[src/ftdb_pkg.sv]
// Constants and types for the frame-trigger debounce and edge block.
// Assumes a 100 MHz system clock and a 32-bit APB register bus.
package ftdb_pkg;

   // ==========================================================
   // Register map (byte addresses)
   // ==========================================================
   localparam logic [7:0] FTDB_CTRL_OFS = 8'h00;
   localparam logic [7:0] FTDB_DELAY_OFS = 8'h04;
   localparam logic [7:0] FTDB_LENGTH_OFS = 8'h08;
   localparam logic [7:0] FTDB_AFTER_OFS = 8'h0c;
   localparam logic [7:0] FTDB_GRABBER_OFS = 8'h10;
   localparam logic [7:0] FTDB_STATUS_OFS = 8'h14;

   // ==========================================================
   // Control register fields
   // ==========================================================
   localparam int FTDB_MODE_POS = 0;
   localparam int FTDB_DEB_POS = 2;
   localparam int FTDB_EDGE_POS = 4;
   localparam int FTDB_SRC_POS = 5;
   localparam int FTDB_MAXEN_POS = 7;
   localparam int FTDB_AFTEREN_POS = 8;
   localparam int FTDB_CTRL_W = 9;
   localparam logic [8:0] FTDB_CTRL_RST = 9'h010;
   localparam logic [15:0] FTDB_DELAY_RST = 16'h0000;
   localparam logic [15:0] FTDB_LENGTH_RST = 16'h0100;
   localparam logic [15:0] FTDB_AFTER_RST = 16'h0000;

   // ==========================================================
   // Timing
   // ==========================================================
   localparam logic [5:0] FTDB_FAST_CYC = 6'h04;
   localparam logic [5:0] FTDB_MIDDLE_LINES = 6'h04;
   localparam logic [5:0] FTDB_LONG_LINES = 6'h3c;
   localparam logic [5:0] FTDB_PEAK_LINES = 6'h0a;

   // ==========================================================
   // Enumerations
   // ==========================================================
   typedef enum logic [1:0] {
      FRAME_OFF = 2'h0,
      FRAME_START_ONLY = 2'h1,
      FRAME_START_STOP = 2'h2,
      FRAME_RSVD = 2'h3
   } ftdb_frame_t;

   typedef enum logic [1:0] {
      DEBOUNCE_PEAK_HOLD = 2'h0,
      DEBOUNCE_FAST = 2'h1,
      DEBOUNCE_MIDDLE = 2'h2,
      DEBOUNCE_VERY_LONG = 2'h3
   } ftdb_deb_t;

   typedef enum logic [1:0] {
      SRC_GRABBER = 2'h0,
      SRC_IO_PIN = 2'h1,
      SRC_IMAGE = 2'h2,
      SRC_NONE = 2'h3
   } ftdb_src_t;

   typedef enum logic [3:0] {
      FT_IDLE = 4'b0001,
      FT_DELAY = 4'b0010,
      FT_ACQ = 4'b0100,
      FT_TAIL = 4'b1000
   } ftdb_state_t;

endpackage

[src/ftdb_top.sv]
// Frame-trigger conditioning: source select, debounce, edge select and image framing.
// Assumes an APB master on sys_clk; lineClk and ioTrigIn arrive from outside.
`timescale 1ns/10ps
`default_nettype none

module ftdb_top
   import ftdb_pkg::*;
(
   input wire logic sys_clk,
   input wire logic arst_n,
   input wire logic psel,
   input wire logic penable,
   input wire logic pwrite,
   input wire logic [7:0] paddr,
   input wire logic [31:0] pwdata,
   output logic [31:0] prdata,
   output logic pready,
   output logic pslverr,
   input wire logic lineClk,
   input wire logic ioTrigIn,
   input wire logic imageTrigIn,
   output logic frameActive,
   output logic imageStart,
   output logic imageEnd,
   output logic lineCapture,
   output logic trigFiltered
);
   import ftdb_pkg::*;

   // ==========================================================
   // Registers and wires
   // ==========================================================
   logic [FTDB_CTRL_W-1:0] ctrl_r;
   logic [15:0] delay_r;
   logic [15:0] length_r;
   logic [15:0] after_r;
   logic grabberBit_r;
   logic [31:0] prdata_r;
   logic pready_r;
   logic pslverr_r;
   logic ioSync1_r, ioSync2_r;
   logic lineSync1_r, lineSync2_r, lineSync3_r;
   logic flt_r, flt_nxt, fltPrev_r;
   logic [5:0] dbCnt_r, dbCnt_nxt;
   ftdb_state_t state_r, state_nxt;
   logic [15:0] lineCnt_r, lineCnt_nxt;
   logic frameActive_r, imageStart_r, imageEnd_r, lineCapture_r;

   wire ftdb_frame_t frameMode = ftdb_frame_t'(ctrl_r[FTDB_MODE_POS +: 2]);
   wire ftdb_deb_t debMode = ftdb_deb_t'(ctrl_r[FTDB_DEB_POS +: 2]);
   wire ftdb_src_t srcSel = ftdb_src_t'(ctrl_r[FTDB_SRC_POS +: 2]);
   wire logic edgeRise = ctrl_r[FTDB_EDGE_POS];
   wire logic maxEn = ctrl_r[FTDB_MAXEN_POS];
   wire logic afterEn = ctrl_r[FTDB_AFTEREN_POS];

   // Number of agreeing samples a debounce mode needs before a level is accepted.
   function automatic logic [5:0] dbNeed(input ftdb_deb_t m);
      case (m)
         DEBOUNCE_FAST: dbNeed = FTDB_FAST_CYC;
         DEBOUNCE_MIDDLE: dbNeed = FTDB_MIDDLE_LINES;
         DEBOUNCE_VERY_LONG: dbNeed = FTDB_LONG_LINES;
         default: dbNeed = FTDB_PEAK_LINES;
      endcase
   endfunction

   // ==========================================================
   // APB slave: one wait state, errors on unmapped addresses
   // ==========================================================
   wire logic accSetup = psel & penable & ~pready_r;
   wire logic wrEn = psel & penable & pready_r & pwrite & ~pslverr_r;
   wire logic hit = (paddr == FTDB_CTRL_OFS) || (paddr == FTDB_DELAY_OFS) ||
                    (paddr == FTDB_LENGTH_OFS) || (paddr == FTDB_AFTER_OFS) ||
                    (paddr == FTDB_GRABBER_OFS) || (paddr == FTDB_STATUS_OFS);
   wire logic [31:0] statusWord = {8'h00, 3'h0, flt_r, state_r, lineCnt_r};
   wire logic [31:0] readMux =
      (paddr == FTDB_CTRL_OFS) ? {23'h000000, ctrl_r} :
      (paddr == FTDB_DELAY_OFS) ? {16'h0000, delay_r} :
      (paddr == FTDB_LENGTH_OFS) ? {16'h0000, length_r} :
      (paddr == FTDB_AFTER_OFS) ? {16'h0000, after_r} :
      (paddr == FTDB_GRABBER_OFS) ? {31'h00000000, grabberBit_r} :
      (paddr == FTDB_STATUS_OFS) ? statusWord : 32'h00000000;

   always_ff @(posedge sys_clk or negedge arst_n) begin
      if (!arst_n) begin
         pready_r <= 1'b0;
         pslverr_r <= 1'b0;
         prdata_r <= 32'h00000000;
      end else begin
         pready_r <= accSetup;
         pslverr_r <= accSetup & ~hit;
         if (accSetup && !pwrite) begin
            prdata_r <= readMux;
         end
      end
   end

   always_ff @(posedge sys_clk or negedge arst_n) begin
      if (!arst_n) begin
         ctrl_r <= FTDB_CTRL_RST;
         delay_r <= FTDB_DELAY_RST;
         length_r <= FTDB_LENGTH_RST;
         after_r <= FTDB_AFTER_RST;
         grabberBit_r <= 1'b0;
      end else if (wrEn) begin
         if (paddr == FTDB_CTRL_OFS) ctrl_r <= pwdata[FTDB_CTRL_W-1:0];
         if (paddr == FTDB_DELAY_OFS) delay_r <= pwdata[15:0];
         if (paddr == FTDB_LENGTH_OFS) length_r <= pwdata[15:0];
         if (paddr == FTDB_AFTER_OFS) after_r <= pwdata[15:0];
         if (paddr == FTDB_GRABBER_OFS) grabberBit_r <= pwdata[0];
      end
   end

   // ==========================================================
   // Input synchronisers and source select
   // ==========================================================
   always_ff @(posedge sys_clk or negedge arst_n) begin
      if (!arst_n) begin
         ioSync1_r <= 1'b0;
         ioSync2_r <= 1'b0;
         lineSync1_r <= 1'b0;
         lineSync2_r <= 1'b0;
         lineSync3_r <= 1'b0;
      end else begin
         ioSync1_r <= ioTrigIn;
         ioSync2_r <= ioSync1_r;
         lineSync1_r <= lineClk;
         lineSync2_r <= lineSync1_r;
         lineSync3_r <= lineSync2_r;
      end
   end

   wire logic lineTick = lineSync2_r & ~lineSync3_r;
   wire logic rawTrig = (srcSel == SRC_GRABBER) ? grabberBit_r :
                        (srcSel == SRC_IO_PIN) ? ioSync2_r :
                        (srcSel == SRC_IMAGE) ? imageTrigIn : 1'b0;

   // ==========================================================
   // Debounce filter
   // ==========================================================
   wire logic dbTick = (debMode == DEBOUNCE_FAST) ? 1'b1 : lineTick;

   // A new debounce setting starts its window afresh instead of inheriting a count.
   wire logic debChange = wrEn && (paddr == FTDB_CTRL_OFS) &&
                          (pwdata[FTDB_DEB_POS +: 2] != ctrl_r[FTDB_DEB_POS +: 2]);
   wire logic [5:0] debRestart = (pwdata[FTDB_DEB_POS +: 2] == DEBOUNCE_PEAK_HOLD) ?
                                 FTDB_PEAK_LINES : 6'h00;

   always_comb begin
      flt_nxt = flt_r;
      dbCnt_nxt = dbCnt_r;
      if (debMode == DEBOUNCE_PEAK_HOLD) begin
         // Any active sample restarts the hold, so even one-clock peaks are caught.
         if (rawTrig) begin
            flt_nxt = 1'b1;
            dbCnt_nxt = FTDB_PEAK_LINES;
         end else if (lineTick && dbCnt_r > 6'h01) begin
            dbCnt_nxt = dbCnt_r - 6'h01;
         end else if (lineTick) begin
            flt_nxt = 1'b0;
            dbCnt_nxt = 6'h00;
         end
      end else if (dbTick) begin
         if (rawTrig == flt_r) begin
            dbCnt_nxt = 6'h00;
         end else if (dbCnt_r + 6'h01 >= dbNeed(debMode)) begin
            flt_nxt = rawTrig;
            dbCnt_nxt = 6'h00;
         end else begin
            dbCnt_nxt = dbCnt_r + 6'h01;
         end
      end
      if (debChange) begin
         dbCnt_nxt = debRestart;
      end
   end

   always_ff @(posedge sys_clk or negedge arst_n) begin
      if (!arst_n) begin
         flt_r <= 1'b0;
         fltPrev_r <= 1'b0;
         dbCnt_r <= 6'h00;
      end else begin
         flt_r <= flt_nxt;
         fltPrev_r <= flt_r;
         dbCnt_r <= dbCnt_nxt;
      end
   end

   // ==========================================================
   // Edge select and image framing
   // ==========================================================
   wire logic trigMode = (frameMode == FRAME_START_ONLY) || (frameMode == FRAME_START_STOP);
   wire logic fltRise = flt_r & ~fltPrev_r;
   wire logic fltFall = ~flt_r & fltPrev_r;
   wire logic startEdge = edgeRise ? fltRise : fltFall;
   wire logic trigActive = edgeRise ? flt_r : ~flt_r;
   wire logic lastLine = (lineCnt_r + 16'h0001) >= length_r;

   always_comb begin
      state_nxt = state_r;
      lineCnt_nxt = lineCnt_r;
      case (state_r)
         FT_IDLE: begin
            if (trigMode && startEdge) begin
               lineCnt_nxt = delay_r;
               state_nxt = (delay_r == 16'h0000) ? FT_ACQ : FT_DELAY;
               if (delay_r == 16'h0000) lineCnt_nxt = 16'h0000;
            end
         end
         FT_DELAY: begin
            if (lineTick && lineCnt_r <= 16'h0001) begin
               state_nxt = FT_ACQ;
               lineCnt_nxt = 16'h0000;
            end else if (lineTick) begin
               lineCnt_nxt = lineCnt_r - 16'h0001;
            end
         end
         FT_ACQ: begin
            if (frameMode == FRAME_START_ONLY) begin
               if (lineTick && lastLine) state_nxt = FT_IDLE;
               if (lineTick) lineCnt_nxt = lineCnt_r + 16'h0001;
            end else if (maxEn && lineTick && lastLine) begin
               state_nxt = FT_IDLE;
            end else if (!trigActive) begin
               state_nxt = (afterEn && after_r != 16'h0000) ? FT_TAIL : FT_IDLE;
               lineCnt_nxt = after_r;
            end else if (lineTick) begin
               lineCnt_nxt = lineCnt_r + 16'h0001;
            end
         end
         FT_TAIL: begin
            if (lineTick && lineCnt_r <= 16'h0001) begin
               state_nxt = FT_IDLE;
            end else if (lineTick) begin
               lineCnt_nxt = lineCnt_r - 16'h0001;
            end
         end
         default: begin
            state_nxt = FT_IDLE;
         end
      endcase
      if (!trigMode) begin
         state_nxt = FT_IDLE;
      end
   end

   wire logic acqNxt = (state_nxt == FT_ACQ) || (state_nxt == FT_TAIL);
   wire logic acqNow = (state_r == FT_ACQ) || (state_r == FT_TAIL);

   always_ff @(posedge sys_clk or negedge arst_n) begin
      if (!arst_n) begin
         state_r <= FT_IDLE;
         lineCnt_r <= 16'h0000;
         frameActive_r <= 1'b0;
         imageStart_r <= 1'b0;
         imageEnd_r <= 1'b0;
         lineCapture_r <= 1'b0;
      end else begin
         state_r <= state_nxt;
         lineCnt_r <= lineCnt_nxt;
         frameActive_r <= acqNxt;
         imageStart_r <= acqNxt & ~acqNow;
         imageEnd_r <= acqNow & ~acqNxt;
         lineCapture_r <= acqNow & lineTick;
      end
   end

   assign prdata = prdata_r;
   assign pready = pready_r;
   assign pslverr = pslverr_r;
   assign frameActive = frameActive_r;
   assign imageStart = imageStart_r;
   assign imageEnd = imageEnd_r;
   assign lineCapture = lineCapture_r;
   assign trigFiltered = flt_r;
endmodule

`default_nettype wire
[config.mk]
export PLATFORM = sky130hd
export DESIGN_NAME = ftdb_top
export DESIGN_NICKNAME = d
export VERILOG_FILES = /design/src/ftdb_pkg.sv /design/src/ftdb_top.sv
export SDC_FILE = /design/constraint.sdc
export NUM_CORES = 1
export LEC_CHECK = 0
export ABC_AREA = 0
export BUFFER_PORTS_ARGS = -buffer_cell sky130_fd_sc_hd__clkbuf_2
export CAP_MARGIN = 10
export CORE_MARGIN = 1
export CORE_UTILIZATION = 50
export CTS_BUF_LIST = sky130_fd_sc_hd__clkbuf_8 sky130_fd_sc_hd__clkbuf_16
export CTS_CLUSTER_DIAMETER = 150
export DETAILED_ROUTE_END_ITERATION = 7
export HOLD_SLACK_MARGIN = 0.02
export MAX_ROUTING_LAYER = met4
export PLACE_DENSITY = 0.77
export SYNTH_ARGS = -nofsm -noshare
export SYNTH_HDL_FRONTEND = slang
export SYNTH_SLANG_ARGS = --single-unit
[constraint.sdc]
create_clock -name sys_clk -period 11.35 [get_ports sys_clk]
set_input_delay 1.7025 -clock sys_clk [delete_from_list [all_inputs] [get_ports sys_clk]]
set_output_delay 1.7025 -clock sys_clk [all_outputs]
set_load 0.01 [all_outputs]
; Word-level counts from Yosys, hierarchy flattened
; Index checks and enable logic that the tools add are counted.
[op_classes]
add_sub_neg = 4
order_cmp = 4
eq_ne = 27
muxes = 53
n_bitwise = 20
reduce_logical = 38
[ops]
columns = operator, count
row1 = $mux W16, 9
row2 = $mux W21, 6
row3 = $mux W6, 11
row4 = $pmux W16 S4, 1
row5 = $mux W4, 10
row6 = $add A16 B1 Y16 const B, 1
row7 = $eq A8 B4 Y1 const B, 2
row8 = $eq A8 B5 Y1 const B, 2
row9 = $ge A16 B16 Y1, 1
row10 = $le A16 B1 Y1 const B, 1
row11 = $logic_not A16 Y1, 1
row12 = $pmux W4 S4, 1
row13 = $reduce_bool A16 Y1, 1
row14 = $sub A16 B1 Y16 const B, 1
row15 = $mux W1, 13
row16 = $and A1 B1 Y1, 12
row17 = $pmux W6 S2, 1
row18 = $reduce_and A2 Y1, 6
row19 = $logic_and A1 B1 Y1, 10
row20 = $ne A3 B3 Y1 const B, 3
row21 = $eq A2 B2 Y1 const B, 4
row22 = $eq A4 B3 Y1 const B, 2
row23 = $eq A4 B4 Y1 const B, 2
row24 = $eq A8 B3 Y1 const B, 1
row25 = 23 further kinds, 44
[word_totals]
regBits = 129
inputBits = 48
output_inout_bits = 39
word_cells = 168

; Depth between registers and ports, before layout
; Gate-level depths: netlist of the first run.
[logic_depth]
word_depth = 14
ltp_mapped = 15
mapped_depth_nobuf = 12

; Least setup slack after synthesis of the first run
; No wires, ideal clock.
[synth_timing]
kind = input -> register
startpoint = input paddr[1]
endpoint = register ctrl_r[5]
setup_ps = 127
arrival_time_ps = 3532
required_ps = 11223
path_slack_ps = 7690
stages = 7
n_path_buf = 2
cell_sequence = or4_1 > buf_2 > nor4_4 > nor2b_1 > and2_1 > buf_4 > mux2_1
[synth_via]
elab_chain_len = 2
[synth_lines]
columns = item, line
row1 = start: declaration, ftdb_top.sv:14  ; input wire logic [7:0] paddr,
row2 = $logic_not A8 Y1, ftdb_top.sv:105  ; if (paddr == FTDB_CTRL_OFS) ctrl_r <= pwdata[FTDB_CTRL_W-1:0];
row3 = $reduce_and A2 Y1 (no line), n/a
row4 = end signal: assignment, ftdb_top.sv:105
row5 = end: declaration, ftdb_top.sv:33  ; logic [FTDB_CTRL_W-1:0] ctrl_r;
; Every way passes these cells.
; A chain may end at the register's enable or synchronous reset.

; Final worst setup path of the first run
[layout_timing]
startpoint = register lineCnt_r[0]
endpoint = register lineCnt_r[12]
[layout_via]
elab_chain_len = 6
elab_cells_between_ends = 17
classes_between = add/sub: 2 / order compare: 2 / eq/ne: 2 / mux: 8 / reduce/logical: 3
[layout_lines]
columns = item, line
row1 = start: declaration, ftdb_top.sv:46  ; logic [15:0] lineCnt_r, lineCnt_nxt;
row2 = start signal: assignment, ftdb_top.sv:260  ; lineCnt_r <= lineCnt_nxt;
row3 = "parallel branches: the longest is 6 deep, another holds $add A16 B1 Y16", n/a
; Parallel ways; which one is timed is not known. The select of a mux whose other input is x is not followed.

==> results.cfg, run 1 <==
[worst_setup_path]
startpoint_type = register
crit_required_ns = 11.65
reg2reg_depth = 11
rrSetupSlack_ns = 6.21
r2r_end = lineCnt_r[12]
crit_path_max_fanout = 16
timing.rr.start = lineCnt_r[0]
crit_type = reg2reg
endpoint_kind = register
arrival_ns = 5.45

[floorplanning]
fp.dieArea_sq_mm = 0.0162
coreArea_sq_mm = 0.0153
start_util_pct = 51.5
ios = 87
die_h_um = 127
rows = 45
die_width_um = 127

[power_and_ir_drop]
p_per_area_mw_per_mm2 = 119
internal_power_uw = 800
pwr-share-seq_pct = 41.2
combPwrFrac_pct = 4.9
power_switching_share_pct = 23.1
irDropWorstVdd_mv = 0.122
p_switching_uw = 240
leakage_nw = 3.85
power_frac_clock_pct = 53.9

[job]
drv_cap = 0

[clock_tree]
clk-insertion-delay-late_ns = 0.43
cts_tree = done
cts_buffers = 17
cts_resized = 0
clockBufferDepth = 2
cts.sink_count = 118
cts_setup_buffers = 0
ctsHtreeMaxLevel = 4
clk_pin_slew_ns = 0.06
hold_buffers = 0
cts_root_buffer = clkbuf_16

[routing]
dr.pass1.iters = 8
first_iter_violations = 706
vias = 6708
drt_wl_total_mm = 21.2
post_drt_via_cell_ratio = 6.22
drc = 1
routedWlPerCell_um = 19.7
ant_nets = 0

[placed_design]
postPlaceCellArea_sq_mm = 0.00811
port_buffers = 59
gp_congestion = 0.970
hpwl_mm = 15.0

[timing]
tightestPinTransition_ns = 1.06
fmax_ghz = 0.195
hold_viol_final = 0
post-route-period-util_pct = 45.3
fin_setup_tns_ns = 0
slew_headroom_pct = 29.3
grt_setup_unrepaired = no
post-route-min-period_ns = 5.14
drv_slew = 0
setup_violations = 0
finClkSkew_ns = 0.0103

[logic_synthesis]
synthCells = 832
synthFlopType = dfrtp_1
ys_ff_latch = 118
netlist_area_sq_mm = 0.00785
ys_types = 85
yosys.area.top_type = dfrtp_1
synth_edf_count = 0
async_flop_share_pct = 100
yosys.area.top_type_share_pct = 36.6
synth_area_leaders = dfrtp_1 (37%), mux2_1 (5.2%), ha_1 (4.9%), nand2_1 (3.4%), xnor2_1 (3.3%)
synth_warnings = 0
syn_avg_cell_area_sq_um = 9.44
ys_seq_area_share_pct = 37.7

[final_layout]
syn2layout_area_growth_pct = 11.1
stdcell_area_sq_mm = 0.00872
final_common_cell = dfrtp_1
final_cell_mix = dfrtp_1 (115), nand2_1 (72), clkbuf_2 (58), a21oi_1 (48)
fillCellCount = 1313
drive_gt1_share_pct = 17.2
antennaDiodeCount = 0
fin_nets = 935

[status]
status = complete, but fails checks
violations = DRC

[global_routing]
grt_usage_pct = 28.4
grt_max_degree = 78
grt-ovfl-total = 0
antenna_found_initial = 0
grt_pass1_vias = 6311
grt_first_pass_wirelength_mm = 34.6

[hold_path]
hold_path.class = reg2reg
hold_start = ioSync1_r
holdPathEnd = ioSync2_r
min_path_cells = 0
synthesized netlist by cell type, types with 4 or more instances:
| cell | number |
|---|---|
| nand3b_1 | 6 |
| o211ai_1 | 5 |
| clkbuf_1 | 31 |
| nand2_1 | 72 |
| a21oi_1 | 48 |
| a221oi_1 | 10 |
| a31oi_1 | 8 |
| buf_2 | 14 |
| nor2_1 | 38 |
| nor2b_1 | 14 |
| or4_1 | 4 |
| o31ai_1 | 11 |
| inv_1 | 38 |
| buf_4 | 13 |
| o21ai_2 | 10 |
| buf_6 | 5 |
| a211oi_1 | 10 |
| o22ai_1 | 10 |
| nor4_1 | 12 |
| dfrtp_1 | 115 |
| mux2_1 | 36 |
| nor3_1 | 25 |
| a221o_1 | 8 |
| mux2_2 | 21 |
| or3_1 | 6 |
| o21a_1 | 10 |
| xor2_1 | 9 |
| nand2b_1 | 5 |
| nand4_1 | 10 |
| and4_1 | 4 |
| a22o_1 | 5 |
| a22oi_1 | 7 |
| and2_1 | 6 |
| o21ai_0 | 38 |
| ha_1 | 31 |
| mux2i_1 | 8 |
| o21ai_1 | 16 |
| nand3_1 | 14 |
| xnor2_1 | 30 |
registers in the layout, indices dropped and copies added, names as in the netlist, 4 cells and up:
register   cells
after_r       16
ctrl_r         9
dbCnt_r        6
delay_r       16
length_r      16
lineCnt_r     16
prdata        21
state_r        4
how the worst max path moves through the flow:
stage                          endpoint  cells past startpoint    startpoint  slack, ns
after global placement    lineCnt_r[12]                     11  lineCnt_r[0]       6.41
after CTS                 lineCnt_r[12]                     11  lineCnt_r[0]       6.26
after floorplan               ctrl_r[5]                      7      paddr[1]       7.69
after global routing      lineCnt_r[12]                     11  lineCnt_r[0]       5.98
after detailed placement  lineCnt_r[12]                     11  lineCnt_r[0]       6.28
final                     lineCnt_r[12]                     11  lineCnt_r[0]       6.21
power groups by stage:
stage / Clock [mW] / Sequential [mW] / Combinational [mW]
detailed placement: 0 / 0.435 / 0.0506
global route: 0.583 / 0.428 / 0.0567
global placement: 0 / 0.435 / 0.0498
finish: 0.561 / 0.428 / 0.0513
CTS: 0.566 / 0.428 / 0.0511
floorplan: 0 / 0.434 / 0.0299
kinds of logic (layout without fill, tap and decap cells):
group	count (synthesis)	in the layout	synth area share, %
and+or+nand+nor	243	243	17.2
AOI/OAI and AO/OA	229	229	19.9
DFF	118	118	37.7
buffers and inverters	105	131	6.50
muxes	66	66	9.38
xor gates and xnor gates	39	39	4.35
adders and majority gates	31	31	4.94
other	1	11	0.0478
worst max-delay path: stages, from the launching register on:
cell and delay, ns:
dfrtp_1 0.64, ha_1 0.43, nand3_1 0.22, or2_2 0.35, xnor2_1 0.13, ha_1 0.29, nand4_1 0.12, or3_1 0.44
a2111oi_0 0.67, o31a_1 0.63, or2_1 0.75, mux2_4 0.35
stage by stage:
step	std cells	hold WS [ns]	worst slack, ns	power, mW	utilization [%]
after floorplan	842	0.331	7.69	0.463	-
after global placement	1048	0.333	6.41	0.485	53.1
after detailed placement	1048	0.335	6.28	0.486	53.1
after CTS	1079	0.347	6.26	1.05	57.2
after global routing	1079	0.358	5.98	1.07	57.2
final	1079	0.347	6.21	1.04	57.2
per-layer routing:
layer / track usage (%) / vias up / part of all wire [%]
met1: 38.8 / 3216 / 44
li1: - / 3080 / -
met5: - / - / 0
met2: 41.5 / 358 / 45
met3: 4.90 / 54 / 8.1
met4: 12.8 / 0 / 3.3
layout make-up:
class / count / area (sq um) / share of cell area [%]
sequential: 118 / 2960 / 33.9
timing repair buffer: 62 / 320 / 3.67
clock inverter: 11 / 149 / 1.71
multi-input combinational: 619 / 4420 / 50.7
tap: 211 / 264 / 3.03
clock buffer: 20 / 467 / 5.35
inverter: 38 / 143 / 1.64
No activity file was read; power rests on OpenSTA's default activity.
==> run 2: changes to the inputs <==
==> constraint.sdc (replaced) <==
create_clock -name sys_clk -period 4.9 [get_ports sys_clk]
set_input_delay 0.735 -clock sys_clk [delete_from_list [all_inputs] [get_ports sys_clk]]
set_output_delay 0.735 -clock sys_clk [all_outputs]
set_load 0.01 [all_outputs]
==> run 2 against run 1 <==
Compared with the run above:
- the flow now finishes without violations
- sequential cell count is the same
- sequential power is 130% higher
- largest power group unchanged
- power up 140%
- final area grew 1.2%
- critical path depth rose by 1
- clock skew shrank 0.00068 ns
- clock power grew 150%
- via count up 0.97%
- final cell count increased by 1.0%
- sequential share of layout area decreased by 0.41 points
==> results.cfg, run 2 (synthesis results as in run 1) <==
[status]
status = finished clean

[hold_path]
hold_path.class = in2async

[timing]
worst_hold_slack_ns = 0.226
grt_setup_unrepaired = no
hold_viol_final = 0
slew_headroom_pct = 30.1
post-route-min-period_ns = 4.12
tightestPinTransition_ns = 1.04
fin_setup_tns_ns = 0
drv_slew = 0
setup_slack_ns = 0.777
post-route-period-util_pct = 84.1
setup_violations = 0
fmax_ghz = 0.243
finClkSkew_ns = 0.00963

[worst_setup_path]
arrival_ns = 4.49
reg2reg_depth = 12
rrSetupSlack_ns = 0.78
crit_required_ns = 5.27
endpoint_kind = register
startpoint_type = register
crit_path_max_fanout = 11
crit_type = reg2reg

[routing]
drc = 0
ant_nets = 0
dr.pass1.iters = 7
routedWlPerCell_um = 19.9
vias = 6773
post_drt_via_cell_ratio = 6.21
first_iter_violations = 579
drt_wl_total_mm = 21.7

[clock_tree]
hold_buffers = 0
clk_pin_slew_ns = 0.05
ctsHtreeMaxLevel = 4
cts.sink_count = 118
clockBufferDepth = 2
cts_resized = 0
cts_setup_buffers = 0
clk-insertion-delay-late_ns = 0.43
cts_buffers = 17
cts_root_buffer = clkbuf_16
cts_tree = done

[floorplanning]
die_width_um = 127
coreArea_sq_mm = 0.0153
rows = 45
fp.dieArea_sq_mm = 0.0162
ios = 87
die_h_um = 127
start_util_pct = 51.5

[power_and_ir_drop]
p_switching_uw = 560
power_switching_share_pct = 22.5
p_per_area_mw_per_mm2 = 282
leakage_nw = 3.93
internal_power_mw = 1.93
p_total_mw = 2.49
irDropWorstVdd_mv = 0.308
power_frac_clock_pct = 55.3
combPwrFrac_pct = 4.9
pwr-share-seq_pct = 39.9

[global_routing]
grt_pass1_vias = 6295
antenna_found_initial = 0
grt_first_pass_wirelength_mm = 34.6
grt_max_degree = 52
grt_usage_pct = 28.7
grt-ovfl-total = 0

[job]
drv_cap = 0

[placed_design]
port_buffers = 59
dp_cells = 1058
hpwl_mm = 15.6
dp_slack_ns = 0.831
postPlaceCellArea_sq_mm = 0.00818
gp_congestion = 0.948

[final_layout]
final_core_util_pct = 57.9
final_cells = 1090
syn2layout_area_growth_pct = 12.4
final_common_cell = dfrtp_1
final_cell_mix = dfrtp_1 (115), nand2_1 (72), clkbuf_2 (58), a21oi_1 (48), inv_1 (40)
antennaDiodeCount = 0
drive_gt1_share_pct = 18.0
stdcell_area_sq_mm = 0.00883
fin_nets = 945
largest_reg_flops = 21
-- run 2: cell types whose count changed in the layout (fill, tap and decap cells not counted) --
cell | before | now
bufinv_16 | 3 | 5
buf_4 | 4 | 14
clkinvlp_4 | 3 | 2
clkbuf_8 | 3 | 1
inv_1 | 38 | 40
-- run 2: path summary, 6_finish.rpt --
kind,start,endpoint
min,arst_n,prdata[13]
max,lineCnt_r[3],lineCnt_r[0]
min in group sys_clk,lineSync1_r,lineSync2_r
max reg2reg,lineCnt_r[3],lineCnt_r[0]
min reg2reg,lineSync1_r,lineSync2_r
max in group asynchronous,arst_n,state_r[1]
-- run 2: critical path: stages (launching register included) --
cell and delay (ns):
dfrtp_1 0.55, and4_1 0.48, nand3_1 0.22, or2_2 0.35, xnor2_1 0.14, ha_1 0.29, nand4_1 0.10, or3_1 0.42
a2111oi_0 0.52, o31a_1 0.26, or2_1 0.28, buf_4 0.28, a211o_1 0.16
-- run 2: metal layers --
layer  vias up  part of all wire (%)  global-route usage [%]
li1       3106                     -                       -
met1      3261                    43                    38.4
met2       359                    46                    42.9
met3        47                   8.5                    4.77
met4         0                   3.1                    13.2
met5         -                     0                       -
-- run 2: power by group through the flow --
stage / clock, mW / sequential (mW) / combinational, mW
floorplan: 0 / 1.00 / 0.0692
detailed placement: 0 / 1.01 / 0.118
finish: 1.38 / 0.992 / 0.121
CTS: 1.39 / 0.991 / 0.120
global placement: 0 / 1.01 / 0.116
global route: 1.43 / 0.992 / 0.133
-- run 2: layout make-up --
cell class                      count  area [sq um]
Sequential cell                   118          2960
Clock inverter                     14           209
Tap cell                          211           264
Multi-Input combinational cell    619          4420
Timing Repair Buffer               72           395
Inverter                           38           143
Fill cell                        1337          6430
Clock buffer                       18           439
==> run 3: changes to the inputs <==
==> constraint.sdc (replaced) <==
create_clock -name sys_clk -period 4.1 [get_ports sys_clk]
set_input_delay 0.615 -clock sys_clk [delete_from_list [all_inputs] [get_ports sys_clk]]
set_output_delay 0.615 -clock sys_clk [all_outputs]
set_load 0.01 [all_outputs]
==> run 3 against run 2 <==
Compared with the run above:
- via count rose by 1.2%
- non-clock buffer count up 14
- power up 16%
- critical endpoint unchanged
- largest cell class unchanged
==> results.cfg, run 3 (synthesis results as in run 1) <==
[floorplanning]
rows = 45
ios = 87
fp.dieArea_sq_mm = 0.0162
die_h_um = 127
start_util_pct = 51.5
die_width_um = 127
coreArea_sq_mm = 0.0153

[final_layout]
largest_reg_flops = 21
fillCellCount = 1305
final_core_util_pct = 58.4
final_common_cell = dfrtp_1
drive_gt1_share_pct = 19.5
antennaDiodeCount = 0
syn2layout_area_growth_pct = 13.5
final_cell_mix = dfrtp_1 (115), nand2_1 (72), clkbuf_2 (58), a21oi_1 (48)
fin_nets = 959

[timing]
hold_viol_final = 0
finClkSkew_ns = 0.00986
worst_hold_slack_ns = 0.211
tightestPinTransition_ns = 0.995
setup_slack_ns = 0.297
fmax_ghz = 0.263
fin_setup_tns_ns = 0
slew_headroom_pct = 33.4
post-route-period-util_pct = 92.8
post-route-min-period_ns = 3.80
setup_violations = 0
grt_setup_unrepaired = no
drv_slew = 0

[clock_tree]
hold_buffers = 0
clk-insertion-delay-late_ns = 0.43
cts_root_buffer = clkbuf_16
cts_buffers = 17
cts_tree = done
cts.sink_count = 118
cts_resized = 0
clockBufferDepth = 2
clk_pin_slew_ns = 0.06
ctsHtreeMaxLevel = 4
cts_setup_buffers = 0

[worst_setup_path]
crit_path_max_fanout = 15
critPathMaxStageDelay_ns = 0.54
arrival_ns = 4.11
crit_chain = and4_1 > nand3_1 > or2_2 > xnor2_1 > ha_1 > nand4_1 > or3_1 > a2111oi_0 > o31a_1 > buf_4 > a211oi_1 > a211o_1
endpoint_kind = register
crit_required_ns = 4.41
cpLargestDelayFamily = simple AND/OR/NAND/NOR gates
startpoint_type = register
crit_path_top_delay_cell = a2111oi_0
crit_type = reg2reg
path_buf_inv = 1

[power_and_ir_drop]
leakage_nw = 3.98
p_per_area_mw_per_mm2 = 323
irDropWorstVdd_mv = 0.275

[routing]
dr.pass1.iters = 5
drt_wl_total_mm = 22.0
post_drt_via_cell_ratio = 6.21
drc = 0
first_iter_violations = 644
ant_nets = 0
vias = 6851
routedWlPerCell_um = 19.9

[global_routing]
grt-ovfl-total = 0
grt_max_degree = 73
grt_usage_pct = 29.4
grt_pass1_vias = 6532
antenna_found_initial = 0
grt_first_pass_wirelength_mm = 35.3

[hold_path]
hold_path.class = in2async

[placed_design]
dp_slack_ns = 0.409
gp_congestion = 1.00
port_buffers = 59
hpwl_mm = 15.7

[job]
drv_cap = 0

[status]
status = finished clean
[run 3: cell count changes in the layout (fill, tap and decap cells not counted), sizes merged]
cell,previous run,this run
bufinv,5,3
inv,41,42
clkinv,4,5
buf,14,28
[run 3: path summary, 6_finish.rpt]
path                                end  cells after the start  slack, ns          from
max                        lineCnt_r[0]                     12       0.30  lineCnt_r[7]
min                           prdata[9]                      1       0.21        arst_n
max reg2reg                lineCnt_r[0]                     12       0.30  lineCnt_r[7]
min reg2reg                 lineSync2_r                      0       0.35   lineSync1_r
max in group asynchronous     ctrl_r[4]                      2       3.06        arst_n
min in group sys_clk          ioSync1_r                      1       0.30      ioTrigIn
[run 3: metal layers]
metal / global-route usage [%] / wire [um]
met1: 38.3 / 9370
met2: 43.1 / 10000
met3: 7.87 / 1930
met4: 12.5 / 687
met5: - / 0
[run 3: cell type report]
cell class                      count  area, sq um  area share (%)
Sequential cell                   118         2960            33.2
Multi-Input combinational cell    619         4420            49.6
Timing Repair Buffer               86          513            5.76
Tap cell                          211          264            2.96
Clock inverter                     14          173            1.94
Inverter                           38          143            1.60
Clock buffer                       18          439            4.93
[run 3: stage by stage]
stage               area (sq um)  instances  total power [mW]
detailed placement          8300       1072              1.35
CTS                         8910       1104              2.89
global placement            8300       1072              1.35
global route                8910       1104              2.96
finish                      8910       1104              2.88
floorplan                   7890        842              1.28
[run 3: power by group]
group,internal [mW],switching [mW],total (mW)
Clock,0.976,0.572,1.55
Combinational,0.0430,0.102,0.145
Sequential,1.17,0.0117,1.19
Total,2.19,0.686,2.88
